`src/ams_pkg.sv`:
```
// shared constants, enumerations and carriers of the converter mode sequencer
package ams_pkg;

  // ****************************************
  // timing
  // ****************************************
  localparam int unsigned SYS_CLK_HZ      = 10_000_000;
  localparam int unsigned WAKE_TIME_US    = 1000;
  localparam int unsigned WAKE_CYCLES_DEF = (SYS_CLK_HZ / 1_000_000) * WAKE_TIME_US;
  localparam int unsigned MOD_DIV         = 1024;
  localparam logic [9:0]  MOD_DIV_LAST    = 10'(MOD_DIV - 1);
  localparam int unsigned MCLK_NOM_HZ     = 4_920_000;
  localparam int unsigned NOTCH_BASE_HZ   = 50;
  localparam logic [9:0]  NOTCH50_CODE    = 10'(MCLK_NOM_HZ / MOD_DIV / NOTCH_BASE_HZ);
  localparam logic [2:0]  ORDER_THIRD_ORDER_FILTER_SEL     = 3'h3;
  localparam logic [2:0]  ORDER_SINC4     = 3'h4;
  localparam logic [2:0]  ZL_PERIODS      = 3'h1;

  // ****************************************
  // operating_mode_control layout
  // ****************************************
  localparam logic [23:0] MODE_RESET    = 24'h080060;
  localparam logic [23:0] MODE_RSV_MASK = 24'h035000;
  localparam int unsigned MR_MODE_HI    = 23;
  localparam int unsigned MR_MODE_LO    = 21;
  localparam int unsigned MR_STA        = 20;
  localparam int unsigned MR_CLK_HI     = 19;
  localparam int unsigned MR_CLK_LO     = 18;
  localparam int unsigned MR_THIRD_ORDER_FILTER_SEL      = 15;
  localparam int unsigned MR_PAR        = 13;
  localparam int unsigned MR_ZL         = 11;
  localparam int unsigned MR_NOTCH_SIXTY_EN      = 10;
  localparam int unsigned MR_FS_HI      = 9;

  typedef enum logic [2:0] {
    OPM_CONT   = 3'h0,
    OPM_SINGLE = 3'h1,
    OPM_IDLE   = 3'h2,
    OPM_PDOWN  = 3'h3,
    OPM_IZERO  = 3'h4,
    OPM_IFULL  = 3'h5,
    OPM_SZERO  = 3'h6,
    OPM_SFULL  = 3'h7
  } ams_opmode_e;

  localparam logic [1:0] CLK_XTAL    = 2'h0;
  localparam logic [1:0] CLK_EXT     = 2'h1;
  localparam logic [1:0] CLK_INT     = 2'h2;
  localparam logic [1:0] CLK_INT_OUT = 2'h3;

  // ****************************************
  // serial command byte
  // ****************************************
  localparam logic [7:0]  CMD_CONTINUOUS_READ_EN_ON  = 8'h5c;
  localparam logic [7:0]  CMD_CONTINUOUS_READ_EN_OFF = 8'h58;
  localparam int unsigned CR_RW         = 6;
  localparam int unsigned CR_RS_HI      = 5;
  localparam int unsigned CR_RS_LO      = 3;
  localparam int unsigned CR_CONTINUOUS_READ_EN      = 2;
  localparam logic [2:0]  RS_STATUS     = 3'h0;
  localparam logic [2:0]  RS_MODE       = 3'h1;
  localparam logic [2:0]  RS_DATA       = 3'h3;
  localparam logic [2:0]  RS_ID         = 3'h4;
  localparam logic [2:0]  RS_GPO        = 3'h5;
  localparam logic [5:0]  LEN_BYTE      = 6'h08;
  localparam logic [5:0]  LEN_WORD      = 6'h18;
  localparam logic [5:0]  LEN_WORD_STA  = 6'h20;

  // ****************************************
  // state machines and carriers
  // ****************************************
  typedef enum logic [4:0] {
    CV_IDLE   = 5'h01,
    CV_PDOWN  = 5'h02,
    CV_WAKE   = 5'h04,
    CV_SETTLE = 5'h08,
    CV_RUN    = 5'h10
  } ams_conv_e;

  typedef enum logic [2:0] {
    PH_CMD = 3'h1,
    PH_WR  = 3'h2,
    PH_RD  = 3'h4
  } ams_phase_e;

  typedef struct packed {
    logic [2:0] s1;
    logic [2:0] s2;
  } ams_sync_s;

  typedef struct packed {
    logic filter_reset;
    logic analog_pd;
    logic input_short;
    logic fs_connect;
    logic third_order;
    logic notch_sixty_on;
    logic parity_on;
    logic xtal_en;
    logic int_osc_en;
    logic mclk_b_oe;
  } ams_ctrl_s;

  typedef struct packed {
    logic [23:0] mode;
    ams_conv_e   conv;
    ams_phase_e  phase;
    logic [23:0] in_sh;
    logic [31:0] out_sh;
    logic [5:0]  bit_cnt;
    logic [5:0]  len;
    logic [2:0]  addr;
    logic        continuous_read_en;
    logic [9:0]  div_cnt;
    logic [11:0] per_cnt;
    logic [2:0]  set_cnt;
    logic [13:0] wake_cnt;
    logic [23:0] data;
    logic        err;
    logic [2:0]  tag;
    logic        rdy_n;
    logic        cal_store;
    logic        cal_is_gain;
    logic        sclk_q;
  } ams_state_s;

endpackage

```
`src/ams_mode_sequencer.sv`:
```
// operating mode register, serial access and conversion sequencing of the converter
`timescale 1ns/1ps
module ams_mode_sequencer #(
  parameter int unsigned WAKE_CYCLES = ams_pkg::WAKE_CYCLES_DEF
) (
  // clock and reset
  input  wire logic              sys_clk,
  input  wire logic              reset_n,
  // serial port pins
  input  wire logic              ser_cs_n,
  input  wire logic              ser_sclk,
  input  wire logic              ser_din,
  output logic                   dout_rdy_n,
  output logic                   dout_oe,
  // configuration held elsewhere
  input  wire logic              chop_en,
  input  wire logic [7:0]        channel_enable_bits,
  input  wire logic [2:0]        result_channel_tag,
  // analog front end
  input  wire logic [23:0]       afe_result,
  input  wire logic              afe_err,
  output ams_pkg::ams_ctrl_s     afe_ctrl,
  output logic                   cal_store,
  output logic                   cal_is_gain
);
  import ams_pkg::*;

  // ****************************************
  // reset release and pin synchronisers
  // ****************************************
  logic [1:0]  rst_sync_ff;
  logic        rst_n;
  logic [2:0]  pins_s;
  logic        cs_n_s, sclk_s, din_s, sclk_rise;
  ams_state_s  cur_ff;
  ams_state_s  nxt_st;
  ams_opmode_e opm;
  logic [1:0]  clk_src;
  logic [9:0]  rate_code;
  logic [2:0]  order, need;
  logic [11:0] per_target;
  logic        multi_chan, zl_active, tick, per_end;
  logic [7:0]  status;
  logic        mode_wr, read_done, new_result;
  logic [7:0]  cmd;

  always_ff @(posedge sys_clk or negedge reset_n) begin
    if (!reset_n) begin
      rst_sync_ff <= 2'h0;
    end else begin
      rst_sync_ff <= {rst_sync_ff[0], 1'b1};
    end
  end
  assign rst_n = rst_sync_ff[1];

  ams_sync3 u_sync (
    .sys_clk  (sys_clk),
    .rst_n    (rst_n),
    .async_in ({ser_cs_n, ser_sclk, ser_din}),
    .sync_out (pins_s)
  );
  assign {cs_n_s, sclk_s, din_s} = pins_s;
  assign sclk_rise               = sclk_s & ~cur_ff.sclk_q;

  // ****************************************
  // decode helpers
  // ****************************************
  function automatic logic [5:0] reg_len(input logic [2:0] a, input logic sta);
    reg_len = (a == RS_DATA) ? (sta ? LEN_WORD_STA : LEN_WORD) :
              (a == RS_STATUS || a == RS_ID || a == RS_GPO) ? LEN_BYTE : LEN_WORD;
  endfunction

  function automatic ams_conv_e start_state(input logic [2:0] m);
    case (m)
      OPM_CONT:   start_state = CV_SETTLE;
      OPM_SINGLE: start_state = CV_WAKE;
      OPM_IDLE:   start_state = CV_IDLE;
      OPM_PDOWN:  start_state = CV_PDOWN;
      default:    start_state = CV_SETTLE;
    endcase
  endfunction

  assign opm        = ams_opmode_e'(cur_ff.mode[MR_MODE_HI:MR_MODE_LO]);
  assign clk_src    = cur_ff.mode[MR_CLK_HI:MR_CLK_LO];
  assign rate_code  = (cur_ff.mode[MR_FS_HI:0] == 10'h000) ? 10'h001 : cur_ff.mode[MR_FS_HI:0];
  assign order      = cur_ff.mode[MR_THIRD_ORDER_FILTER_SEL] ? ORDER_THIRD_ORDER_FILTER_SEL : ORDER_SINC4;
  assign multi_chan = (channel_enable_bits & (channel_enable_bits - 8'h01)) != 8'h00;
  assign zl_active  = cur_ff.mode[MR_ZL] & ~multi_chan & (opm != OPM_SINGLE);
  assign need       = (zl_active && opm == OPM_CONT) ? ZL_PERIODS : order;
  assign per_target = chop_en ? 12'(order * rate_code) : {2'h0, rate_code};
  assign tick       = cur_ff.div_cnt == MOD_DIV_LAST;
  assign per_end    = tick && (cur_ff.per_cnt >= per_target - 12'h001);
  assign status     = {cur_ff.rdy_n, cur_ff.err, 1'b0,
                       cur_ff.mode[MR_PAR] & ^cur_ff.data, 1'b0, cur_ff.tag};

  // ****************************************
  // next state
  // ****************************************
  always_comb begin
    nxt_st           = cur_ff;
    nxt_st.cal_store = 1'b0;
    nxt_st.sclk_q    = sclk_s;
    mode_wr          = 1'b0;
    read_done        = 1'b0;
    new_result       = 1'b0;
    cmd              = {cur_ff.in_sh[6:0], din_s};
    // serial port
    if (cs_n_s) begin
      nxt_st.phase   = PH_CMD;
      nxt_st.bit_cnt = 6'h00;
    end else if (sclk_rise) begin
      nxt_st.in_sh = {cur_ff.in_sh[22:0], din_s};
      case (cur_ff.phase)
        PH_CMD: begin
          if (cur_ff.bit_cnt == 6'h00 && din_s) begin
            nxt_st.in_sh = cur_ff.in_sh;
          end else if (cur_ff.bit_cnt == LEN_BYTE - 6'h01) begin
            nxt_st.bit_cnt = 6'h00;
            nxt_st.addr    = cmd[CR_RS_HI:CR_RS_LO];
            nxt_st.len     = reg_len(cmd[CR_RS_HI:CR_RS_LO], cur_ff.mode[MR_STA]);
            if (cur_ff.continuous_read_en) begin
              if (cmd == CMD_CONTINUOUS_READ_EN_OFF && !cur_ff.rdy_n) begin
                nxt_st.continuous_read_en = 1'b0;
              end
            end else if (cmd[CR_RW]) begin
              nxt_st.phase = PH_RD;
              nxt_st.continuous_read_en = (cmd == CMD_CONTINUOUS_READ_EN_ON);
              case (cmd[CR_RS_HI:CR_RS_LO])
                RS_STATUS: nxt_st.out_sh = {status, 24'h000000};
                RS_MODE:   nxt_st.out_sh = {cur_ff.mode, 8'h00};
                RS_DATA:   nxt_st.out_sh = {cur_ff.data, status};
                default:   nxt_st.out_sh = 32'h00000000;
              endcase
            end else begin
              nxt_st.phase = PH_WR;
            end
          end else begin
            nxt_st.bit_cnt = cur_ff.bit_cnt + 6'h01;
          end
        end
        PH_WR: begin
          if (cur_ff.bit_cnt == cur_ff.len - 6'h01) begin
            nxt_st.phase   = PH_CMD;
            nxt_st.bit_cnt = 6'h00;
            if (cur_ff.addr == RS_MODE) begin
              mode_wr = 1'b1;
            end
          end else begin
            nxt_st.bit_cnt = cur_ff.bit_cnt + 6'h01;
          end
        end
        PH_RD: begin
          nxt_st.out_sh = {cur_ff.out_sh[30:0], 1'b0};
          if (cur_ff.continuous_read_en && cur_ff.bit_cnt == LEN_BYTE - 6'h01 && cmd == CMD_CONTINUOUS_READ_EN_OFF && !cur_ff.rdy_n) begin
            nxt_st.continuous_read_en = 1'b0;
          end
          if (cur_ff.bit_cnt == cur_ff.len - 6'h01) begin
            nxt_st.phase   = PH_CMD;
            nxt_st.bit_cnt = 6'h00;
            read_done      = cur_ff.addr == RS_DATA;
          end else begin
            nxt_st.bit_cnt = cur_ff.bit_cnt + 6'h01;
          end
        end
        default: begin
          nxt_st.phase   = PH_CMD;
          nxt_st.bit_cnt = 6'h00;
        end
      endcase
    end
    // conversion sequencing
    if (read_done) begin
      nxt_st.rdy_n = 1'b1;
    end
    if (mode_wr) begin
      nxt_st.mode     = nxt_st.in_sh & ~MODE_RSV_MASK;
      nxt_st.conv     = start_state(nxt_st.in_sh[MR_MODE_HI:MR_MODE_LO]);
      nxt_st.div_cnt  = 10'h000;
      nxt_st.per_cnt  = 12'h000;
      nxt_st.set_cnt  = 3'h0;
      nxt_st.wake_cnt = 14'h0000;
      nxt_st.rdy_n    = 1'b1;
    end else begin
      if (cur_ff.conv == CV_SETTLE || cur_ff.conv == CV_RUN) begin
        nxt_st.div_cnt = tick ? 10'h000 : cur_ff.div_cnt + 10'h001;
        if (tick) begin
          nxt_st.per_cnt = per_end ? 12'h000 : cur_ff.per_cnt + 12'h001;
        end
      end
      case (cur_ff.conv)
        CV_IDLE, CV_PDOWN: begin
          nxt_st.div_cnt = 10'h000;
        end
        CV_WAKE: begin
          if (cur_ff.wake_cnt == 14'(WAKE_CYCLES - 1)) begin
            nxt_st.conv     = CV_SETTLE;
            nxt_st.wake_cnt = 14'h0000;
          end else begin
            nxt_st.wake_cnt = cur_ff.wake_cnt + 14'h0001;
          end
        end
        CV_SETTLE: begin
          if (per_end) begin
            if (cur_ff.set_cnt == need - 3'h1) begin
              nxt_st.set_cnt = 3'h0;
              if (opm[2]) begin
                nxt_st.cal_store   = 1'b1;
                nxt_st.cal_is_gain = opm[0];
                nxt_st.rdy_n       = 1'b0;
                nxt_st.mode[MR_MODE_HI:MR_MODE_LO] = OPM_IDLE;
                nxt_st.conv        = CV_IDLE;
              end else begin
                new_result  = 1'b1;
                nxt_st.conv = (opm == OPM_SINGLE) ? CV_PDOWN : CV_RUN;
              end
            end else begin
              nxt_st.set_cnt = cur_ff.set_cnt + 3'h1;
            end
          end
        end
        CV_RUN: begin
          new_result = per_end;
        end
        default: begin
          nxt_st.conv = CV_IDLE;
        end
      endcase
      if (new_result) begin
        nxt_st.data  = afe_result;
        nxt_st.err   = afe_err;
        nxt_st.tag   = result_channel_tag;
        nxt_st.rdy_n = 1'b0;
        if (cur_ff.continuous_read_en && !cs_n_s && nxt_st.phase == PH_CMD && nxt_st.bit_cnt == 6'h00) begin
          nxt_st.phase  = PH_RD;
          nxt_st.addr   = RS_DATA;
          nxt_st.len    = reg_len(RS_DATA, cur_ff.mode[MR_STA]);
          nxt_st.out_sh = {afe_result, 1'b0, afe_err, 1'b0,
                           cur_ff.mode[MR_PAR] & ^afe_result, 1'b0, result_channel_tag};
        end
      end
    end
  end

  always_ff @(posedge sys_clk or negedge rst_n) begin
    if (!rst_n) begin
      cur_ff       <= '0;
      cur_ff.mode  <= MODE_RESET;
      cur_ff.conv  <= CV_SETTLE;
      cur_ff.phase <= PH_CMD;
      cur_ff.rdy_n <= 1'b1;
      cur_ff.sclk_q <= 1'b1;
    end else begin
      cur_ff <= nxt_st;
    end
  end

  // ****************************************
  // outputs
  // ****************************************
  assign dout_oe     = ~cs_n_s;
  assign dout_rdy_n  = (cur_ff.phase == PH_RD) ? cur_ff.out_sh[31] : cur_ff.rdy_n;
  assign cal_store   = cur_ff.cal_store;
  assign cal_is_gain = cur_ff.cal_is_gain;

  always_comb begin
    afe_ctrl.filter_reset   = cur_ff.conv != CV_SETTLE && cur_ff.conv != CV_RUN;
    afe_ctrl.analog_pd      = cur_ff.conv == CV_PDOWN;
    afe_ctrl.input_short    = opm == OPM_IZERO;
    afe_ctrl.fs_connect     = opm == OPM_IFULL;
    afe_ctrl.third_order    = cur_ff.mode[MR_THIRD_ORDER_FILTER_SEL];
    afe_ctrl.notch_sixty_on = cur_ff.mode[MR_NOTCH_SIXTY_EN] && rate_code == NOTCH50_CODE;
    afe_ctrl.parity_on      = cur_ff.mode[MR_PAR];
    afe_ctrl.xtal_en        = clk_src == CLK_XTAL;
    afe_ctrl.int_osc_en     = clk_src[1] && cur_ff.conv != CV_PDOWN;
    afe_ctrl.mclk_b_oe      = clk_src == CLK_INT_OUT && cur_ff.conv != CV_PDOWN;
  end
endmodule

```
`src/ams_sync3.sv`:
```
// two-flop synchroniser for the three serial pins
`timescale 1ns/1ps
module ams_sync3 (
  // clock and reset
  input  wire logic       sys_clk,
  input  wire logic       rst_n,
  // pins in, synchronised out
  input  wire logic [2:0] async_in,
  output logic      [2:0] sync_out
);
  import ams_pkg::*;

  ams_sync_s cur_ff;
  ams_sync_s nxt_st;

  always_comb begin
    nxt_st.s1 = async_in;
    nxt_st.s2 = cur_ff.s1;
  end

  // pins idle high: cs, sclk and din all rest at one
  always_ff @(posedge sys_clk or negedge rst_n) begin
    if (!rst_n) begin
      cur_ff <= '{s1: 3'h7, s2: 3'h7};
    end else begin
      cur_ff <= nxt_st;
    end
  end

  assign sync_out = cur_ff.s2;
endmodule

```
`config.mk`:
```
export PLATFORM = sky130hd
export DESIGN_NAME = ams_mode_sequencer
export DESIGN_NICKNAME = d
export VERILOG_FILES = /design/src/ams_pkg.sv /design/src/ams_mode_sequencer.sv /design/src/ams_sync3.sv
export SDC_FILE = /design/constraint.sdc
export NUM_CORES = 1
export LEC_CHECK = 0
export BUFFER_PORTS_ARGS = -buffer_cell sky130_fd_sc_hd__buf_2
export CORE_MARGIN = 2
export CORE_UTILIZATION = 35
export CTS_CLUSTER_DIAMETER = 40
export CTS_CLUSTER_SIZE = 8
export DETAILED_ROUTE_END_ITERATION = 10
export GPL_TIMING_DRIVEN = 0
export PLACE_DENSITY = 0.55
export RECOVER_POWER = 25
export SLEW_MARGIN = 10
export SYNTH_ARGS = -nofsm -noshare
export SYNTH_HDL_FRONTEND = slang
export SYNTH_SLANG_ARGS = --single-unit
export TNS_END_PERCENT = 1
```
`constraint.sdc`:
```
create_clock -name sys_clk -period 7.2 [get_ports sys_clk]
set_input_delay 1.08 -clock sys_clk [delete_from_list [all_inputs] [get_ports sys_clk]]
set_output_delay 1.08 -clock sys_clk [all_outputs]
set_load 0.01 [all_outputs]
```
* After elaboration in Yosys (flattened, before gate mapping)
Cells that the tools add are included.
Storage, ports and cells: register bits 179, latch bits 0, RAM bits 0, bits in read-only memories 0, bits of input ports 42, output and inout bits 14, word-level logic and storage cells 229, memories kept 0
Cells by class: add/sub/neg operators 9, multiply operators 1, div/mod/pow operators 0, magnitude comparators 1, equality and inequality tests 41, shift-type cells 0, mux-type cells 92, bitwise logic cells 10, reductions and logical operators 49
Operators by type and width (number):
- $mux 32 | 6
- $pmux 32 s3 | 1
- $mux 75 | 1
- $mux 3 | 22
- $pmux 32 s2 | 1
- $mux 56 | 1
- $mux 10 | 5
- $mux 24 | 2
- $mux 48 | 1
- $reduce_xor 24->1 | 2
- $mux 39 | 1
- $mux 12 | 3
- $mux 9 | 4
- $mux 5 | 7
- $mux 6 | 5
- $mux 14 | 2
- $mux 22 | 1
- $mux 1 | 21
- $eq 3x1->1 const B | 6
- $eq 8x7->1 const B | 2
- $reduce_bool 2->1 | 8
- $eq 3x2->1 const B | 5
- $eq 3x3->1 const B | 5
- $pmux 5 s3 | 1
- 55 further kinds | 90

* Depth between registers and ports, before layout
word-level depth 16, gate-level depth with buffers 26, mapped depth without buffers 23

* Modules after synthesis
From an unflattened synthesis, not the netlist that was laid out.
Second synthesis, totals: cell total of the unflattened synthesis 1059, area total of the unflattened synthesis 10435.0 um2
Modules (own cells, without submodules):
- ams_mode_sequencer | times used 1, cells an instance 1050, area an instance 10254.8 um2, sequential area each 4337.9 um2
- ams_sync3 | times used 1, cells an instance 9, area an instance 180.2 um2, sequential area each 157.7 um2

* Least setup slack after synthesis
No wires, ideal clock.
kind reg2reg, start reg cur_ff (netlist bit afe_ctrl[5]), end reg cur_ff[114] in the netlist's numbering, library setup time 0.127 ns, arrival 5.909 ns, required time 7.073 ns, path slack 1.164 ns, stages on the path, launching flop included 25, path buffers 3, clock period less this slack 6.036 ns, cell sequence dfrtp_1 clkbuf_1 inv_1 clkbuf_1 mux2i_1 ha_1 ha_1 fa_1 a21o_1 a21oi_1 o21bai_1 a2111oi_0 nor3_1 xor2_1 a2111oi_0 xor2_1 ha_1 a211oi_1 nand2_1 o41ai_2 nand3b_1 o32ai_2 nand3_2 buf_4 mux2_1
RTL lines:
- from (decl) | RTL line ams_mode_sequencer.sv:35 | ams_state_s cur_ff;
- from (signal assigned) | RTL line ams_mode_sequencer.sv:253 | cur_ff <= nxt_st;

* Worst setup path after layout
start reg cur_ff[152] in the netlist's numbering, end reg cur_ff[9] in the netlist's numbering
On the way: longest elaborated chain between the ends 11
Ends and longest elaborated chain:
- $logic_not 10->1 | RTL line ams_mode_sequencer.sv:85 | assign rate_code = (cur_ff.mode[MR_FS_HI:0] == 10'h000) ? 10'h001 : cur_ff.mode[MR_FS_HI:0];
- $mux 10 * | RTL line ams_mode_sequencer.sv:85
- $mul 3x10->12 | RTL line ams_mode_sequencer.sv:90 | assign per_target = chop_en ? 12'(order * rate_code) : {2'h0, rate_code};
- $mux 12 * | RTL line ams_mode_sequencer.sv:90
- $sub 12x1->12 * | RTL line ams_mode_sequencer.sv:92 | assign per_end = tick && (cur_ff.per_cnt >= per_target - 12'h001);
- $ge 12x12->1 * | RTL line ams_mode_sequencer.sv:92
- $logic_and 1x1->1 * | RTL line ams_mode_sequencer.sv:92
- $mux 1 | RTL line ams_mode_sequencer.sv:203 | if (per_end) begin
- $pmux 1 s2 * | RTL line ams_mode_sequencer.sv:190 | case (cur_ff.conv)
- $mux 1 * | RTL line ams_mode_sequencer.sv:175 | if (mode_wr) begin
- $reduce_and 2->1 (no line) *
Mark *: on every way between the ends. The rest lies on a longest branch, timed or not. The select of a mux whose other input is x is not followed. A chain may end at the register's enable or synchronous reset.

==> impl_metrics.prom <==
# TYPE chip_impl_metric gauge
chip_impl_info{name="status",value="finished with violations"} 1
chip_impl_info{name="violations",value="capacitance limit, slew limit"} 1
chip_impl_metric{name="cp_max_fo",unit=""} 10
chip_impl_metric{name="die_area",unit="mm²"} 0.03218
chip_impl_metric{name="synth_simple_gate_area_share",unit="%"} 16.66
chip_impl_metric{name="synth_xor_area_share",unit="%"} 6.346
chip_impl_metric{name="die_h",unit="µm"} 179.4
chip_impl_metric{name="power_density",unit="mW/mm²"} 180.2
chip_impl_metric{name="antenna_found_initial",unit=""} 0
chip_impl_metric{name="grt_start_max_net_pins",unit=""} 56
chip_impl_metric{name="finalHoldWorstSlack",unit="ps"} 353.1
chip_impl_metric{name="place_worst_setup_slack",unit="ps"} -394.9
chip_impl_metric{name="die_w",unit="µm"} 179.4
chip_impl_metric{name="initial_utilization",unit="%"} 35.38
chip_impl_metric{name="netlist-cell-type-count",unit=""} 79
chip_impl_metric{name="first_global_vias",unit=""} 8266
chip_impl_metric{name="timing.critical_path.slowest_cell_delay",unit="ps"} 570
chip_impl_metric{name="timing.slew.headroom",unit="%"} -106.6
chip_impl_metric{name="port_buffers",unit=""} 54
chip_impl_metric{name="num_io_pins",unit=""} 56
chip_impl_metric{name="finalClockSkew",unit="ps"} 23.16
chip_impl_metric{name="clock_latency",unit="ps"} 450
chip_impl_metric{name="grt_pass1_wl",unit="mm"} 44.22
chip_impl_metric{name="max_slew.worst_pin.slew",unit="ps"} 3099
chip_impl_metric{name="syn_avg_cell_area",unit="µm²"} 10.03
chip_impl_metric{name="cts-htree-levels",unit=""} 4
chip_impl_info{name="crit_path_start",value="cur_ff[152]"} 1
chip_impl_metric{name="synth_edf_count",unit=""} 0
chip_impl_metric{name="drt-vias-per-instance",unit=""} 5.360
chip_impl_metric{name="gpl.final_weighted_congestion",unit=""} 0.8336
chip_impl_metric{name="cts_buffers",unit=""} 17
chip_impl_metric{name="clock-sinks",unit=""} 179
chip_impl_metric{name="total_leakage_power",unit="nW"} 5.571
chip_impl_metric{name="wl",unit="mm"} 27.09
chip_impl_metric{name="fin_ws",unit="ps"} 412.1
chip_impl_info{name="cts_tree",value="done"} 1
chip_impl_metric{name="floorplan.core_area",unit="mm²"} 0.03043
chip_impl_metric{name="drv_cap",unit=""} 3
chip_impl_metric{name="timing.final.hold_violations",unit=""} 0
chip_impl_metric{name="final_period_minus_worst_setup_slack",unit="ps"} 6788
chip_impl_metric{name="data_arrival_at_the_endpoint_of_the_critical_path",unit="ps"} 7110
chip_impl_metric{name="post_synthesis_share_of_cell_area_spent_on_full_adders_half_adders_and_majority_gates",unit="%"} 4.695
chip_impl_metric{name="clk_pin_slew",unit="ps"} 80
chip_impl_metric{name="postSynthCellCount",unit=""} 1073
chip_impl_info{name="clockRootBuffer",value="clkbuf_16"} 1
chip_impl_metric{name="ys_warnings",unit=""} 0
chip_impl_info{name="crit_chain",value="nor4_1 -> a31oi_1 -> mux2i_1 -> ha_1 -> ha_1 -> fa_1 -> a21o_1 -> a21oi_1 -> o21bai_1 -> a2111oi_0 -> nor3_1 -> xor2_1 -> a2111oi_0 -> xor2_1 -> ha_1 -> a211oi_1 -> nand2_1 -> o221a_2 -> o41ai_4 -> buf_4 -> buf_4 -> o32ai_4 -> buf_2 -> mux2_1"} 1
chip_impl_metric{name="max-vdd-ir-drop",unit="µV"} 176.0
chip_impl_metric{name="timing.final.setup_violations",unit=""} 0
chip_impl_info{name="dominant_combinational_cell_family_by_area_after_synthesis",value="simple AND/OR/NAND/NOR gates"} 1
chip_impl_info{name="timing.critical_path.to_type",value="flip-flop"} 1
chip_impl_info{name="worstSetupPathType",value="flip-flop to flip-flop"} 1
chip_impl_metric{name="floorplan.rows",unit=""} 64
chip_impl_info{name="rr_startpoint",value="cur_ff[152]"} 1
chip_impl_metric{name="final_design_area_no_fill",unit="mm²"} 0.01227
chip_impl_metric{name="post_place_cell_area",unit="mm²"} 0.01161
chip_impl_info{name="rsz0062_at_grt",value="no"} 1
chip_impl_info{name="synth_flop_cell",value="dfrtp_1"} 1
chip_impl_metric{name="ys_seq_area_share",unit="%"} 41.76
chip_impl_metric{name="cts-root-to-sink-buffers",unit=""} 2
chip_impl_metric{name="synth_compound_area_share",unit="%"} 14.32
chip_impl_metric{name="fmax",unit="MHz"} 147.3
chip_impl_metric{name="maxSlewViolCount",unit=""} 141
chip_impl_info{name="layout.cells.most_common_list",value="dfrtp_1 (165), nand2_1 (80), nor2_1 (75), o21ai_0 (71), buf_2 (64)"} 1
chip_impl_metric{name="combined_global_route_utilization_of_all_metal_layers",unit="%"} 17.58
chip_impl_info{name="critical-path-slowest-cell",value="o32ai_4"} 1
chip_impl_metric{name="final_cell_count_no_fill",unit=""} 1567
chip_impl_metric{name="final_antenna_net_count",unit=""} 0
chip_impl_metric{name="asyncSetResetFlopFracSynth",unit="%"} 100.0
chip_impl_info{name="hold_start",value="rst_sync_ff[0]"} 1
chip_impl_info{name="worstHoldPathType",value="flip-flop to flip-flop"} 1
chip_impl_metric{name="antenna_cells_inserted",unit=""} 0
chip_impl_metric{name="share_of_synthesized_area_spent_on_multiplexers",unit="%"} 12.78
chip_impl_metric{name="grt-ovfl-total",unit=""} 0
chip_impl_metric{name="avgRoutedWirePerCell",unit="µm"} 17.29
chip_impl_metric{name="synth.net_count",unit=""} 1154
chip_impl_metric{name="synthToLayoutAreaGrowth",unit="%"} 13.96
chip_impl_metric{name="worst_setup_slack_for_register_to_register_paths",unit="ps"} 410
chip_impl_metric{name="dr_total_vias",unit=""} 8399
chip_impl_metric{name="required_worst_endpoint",unit="ps"} 7520
chip_impl_metric{name="first_iter_violations",unit=""} 466
chip_impl_info{name="most_common_library_cell_in_the_layout_ignoring_fill_and_taps",value="dfrtp_1"} 1
chip_impl_info{name="setup.worst_path.start_class",value="flip-flop"} 1
chip_impl_metric{name="layout.nets",unit=""} 1239
chip_impl_metric{name="drc",unit=""} 0
chip_impl_metric{name="final_layout_size_suffix_gt1_share",unit="%"} 16.48
chip_impl_metric{name="synth_seq_cells",unit=""} 179
chip_impl_metric{name="dpl.hpwl",unit="mm"} 19.85
chip_impl_metric{name="final.period_utilization",unit="%"} 94.28
chip_impl_info{name="crit_path_frequent_cell",value="ha_1"} 1
chip_impl_metric{name="syn_area",unit="mm²"} 0.01077
chip_impl_metric{name="detailedRoute.firstPassIterationCount",unit=""} 5
chip_impl_metric{name="dp_cells",unit=""} 1526
-- layout make-up --
cell class / instances / area, µm²
clock buffer: 17 / 425.4
inverter: 24 / 93.84
tap: 396 / 495.5
sequential: 179 / 4497
multi-input combinational: 810 / 5926
timing repair buffer: 68 / 379.1
clock inverter: 15 / 182.7
fill: 3075 / 18160
buffer: 58 / 269.0
-- layer usage --
metal | wire length [µm] | GRT usage [%]
met1 | 13160 | 24.21
met2 | 12900 | 29.07
met3 | 761 | 2.743
met4 | 274 | 4.200
met5 | 0 | 0
-- synth_stat cells, types with 12 or more instances --
cell      instances  area [µm²]
dfrtp_1         166        4154
nand2_1          80       300.3
nor2_1           75       281.5
o21ai_0          71       355.3
xnor2_1          57       499.2
mux2_1           49       551.8
mux2_2           43       484.2
clkbuf_1         42       157.7
ha_1             38       475.5
mux2i_1          34       340.3
nand3_1          34       170.2
a21oi_1          30       150.1
and3_1           27       168.9
inv_1            23       86.33
a22oi_1          22       165.2
xor2_1           21       183.9
nand2b_1         18       112.6
a21o_1           13       97.59
dfstp_2          13       341.6
nor2b_1          13       81.33
nor3_1           12       60.06
-- worst paths after layout --
path / to / cells after the start
setup / recovery: cur_ff[9] / 24
hold / removal: rst_sync_ff[1] / 0
setup reg to reg: cur_ff[9] / 24
hold reg to reg: rst_sync_ff[1] / 0
max in group asynchronous: cur_ff[92] / 1
min in group asynchronous: rst_sync_ff[1] / 1
-- cell families after synthesis --
logic type	Yosys count
muxes	126
and+or+nand+nor	339
AOI/OAI and AO/OA	226
adders and majority gates	40
buffers and inverters	84
other	1
DFF	179
xor gates and xnor gates	78
-- metrics by stage --
stage / util (%) / total power, W / setup TNS [ps]
after floorplan: - / 0.001207 / 0
after global placement: 37.89 / 0.001277 / -123420
after detailed placement: 38.15 / 0.001287 / -19260
after CTS: 40.21 / 0.002240 / 0
after global routing: 40.32 / 0.002299 / 0
final: 40.32 / 0.002211 / 0
-- worst max-delay path: cells and delay by family, from the launching register on --
kind                       cells  cell delay (ps)
AOI/OAI and AO/OA             10             2660
adders and majority gates      4             1210
muxes                          2              560
buffers and inverters          3              710
xor gates and xnor gates       2              320
and+or+nand+nor                3              670
DFF                            1              490
-- where the power goes --
| part | internal, W | leakage [nW] | switching [W] | total (W) |
|---|---|---|---|---|
| Clock | 0.000471 | 0.291 | 0.000478 | 0.000948 |
| Combinational | 0.0000845 | 2.93 | 0.000130 | 0.000215 |
| Sequential | 0.00102 | 2.35 | 0.0000235 | 0.00105 |
-- flip-flops by register name, summed over array words and instances, names as in the netlist --
name,count
cur_ff,158
cmd,7
u_sync.cur_ff,3
u_sync.sync_out,3
afe_ctrl,2
clk_src,2
rst_sync_ff,2
cal_is_gain,1
cal_store,1
-- what timing repair did --
| item | 4_1_cts | 5_1_grt |
|---|---|---|
| gates resized for setup | 2 | 2 |
| pin swaps | 0 | 1 |
| buffers inserted | 0 | 11 |
| setup endpoints to repair | 75 | 86 |
| hold buffers | 0 | 0 |
Note: power is estimated with default switching activity, not from simulation.
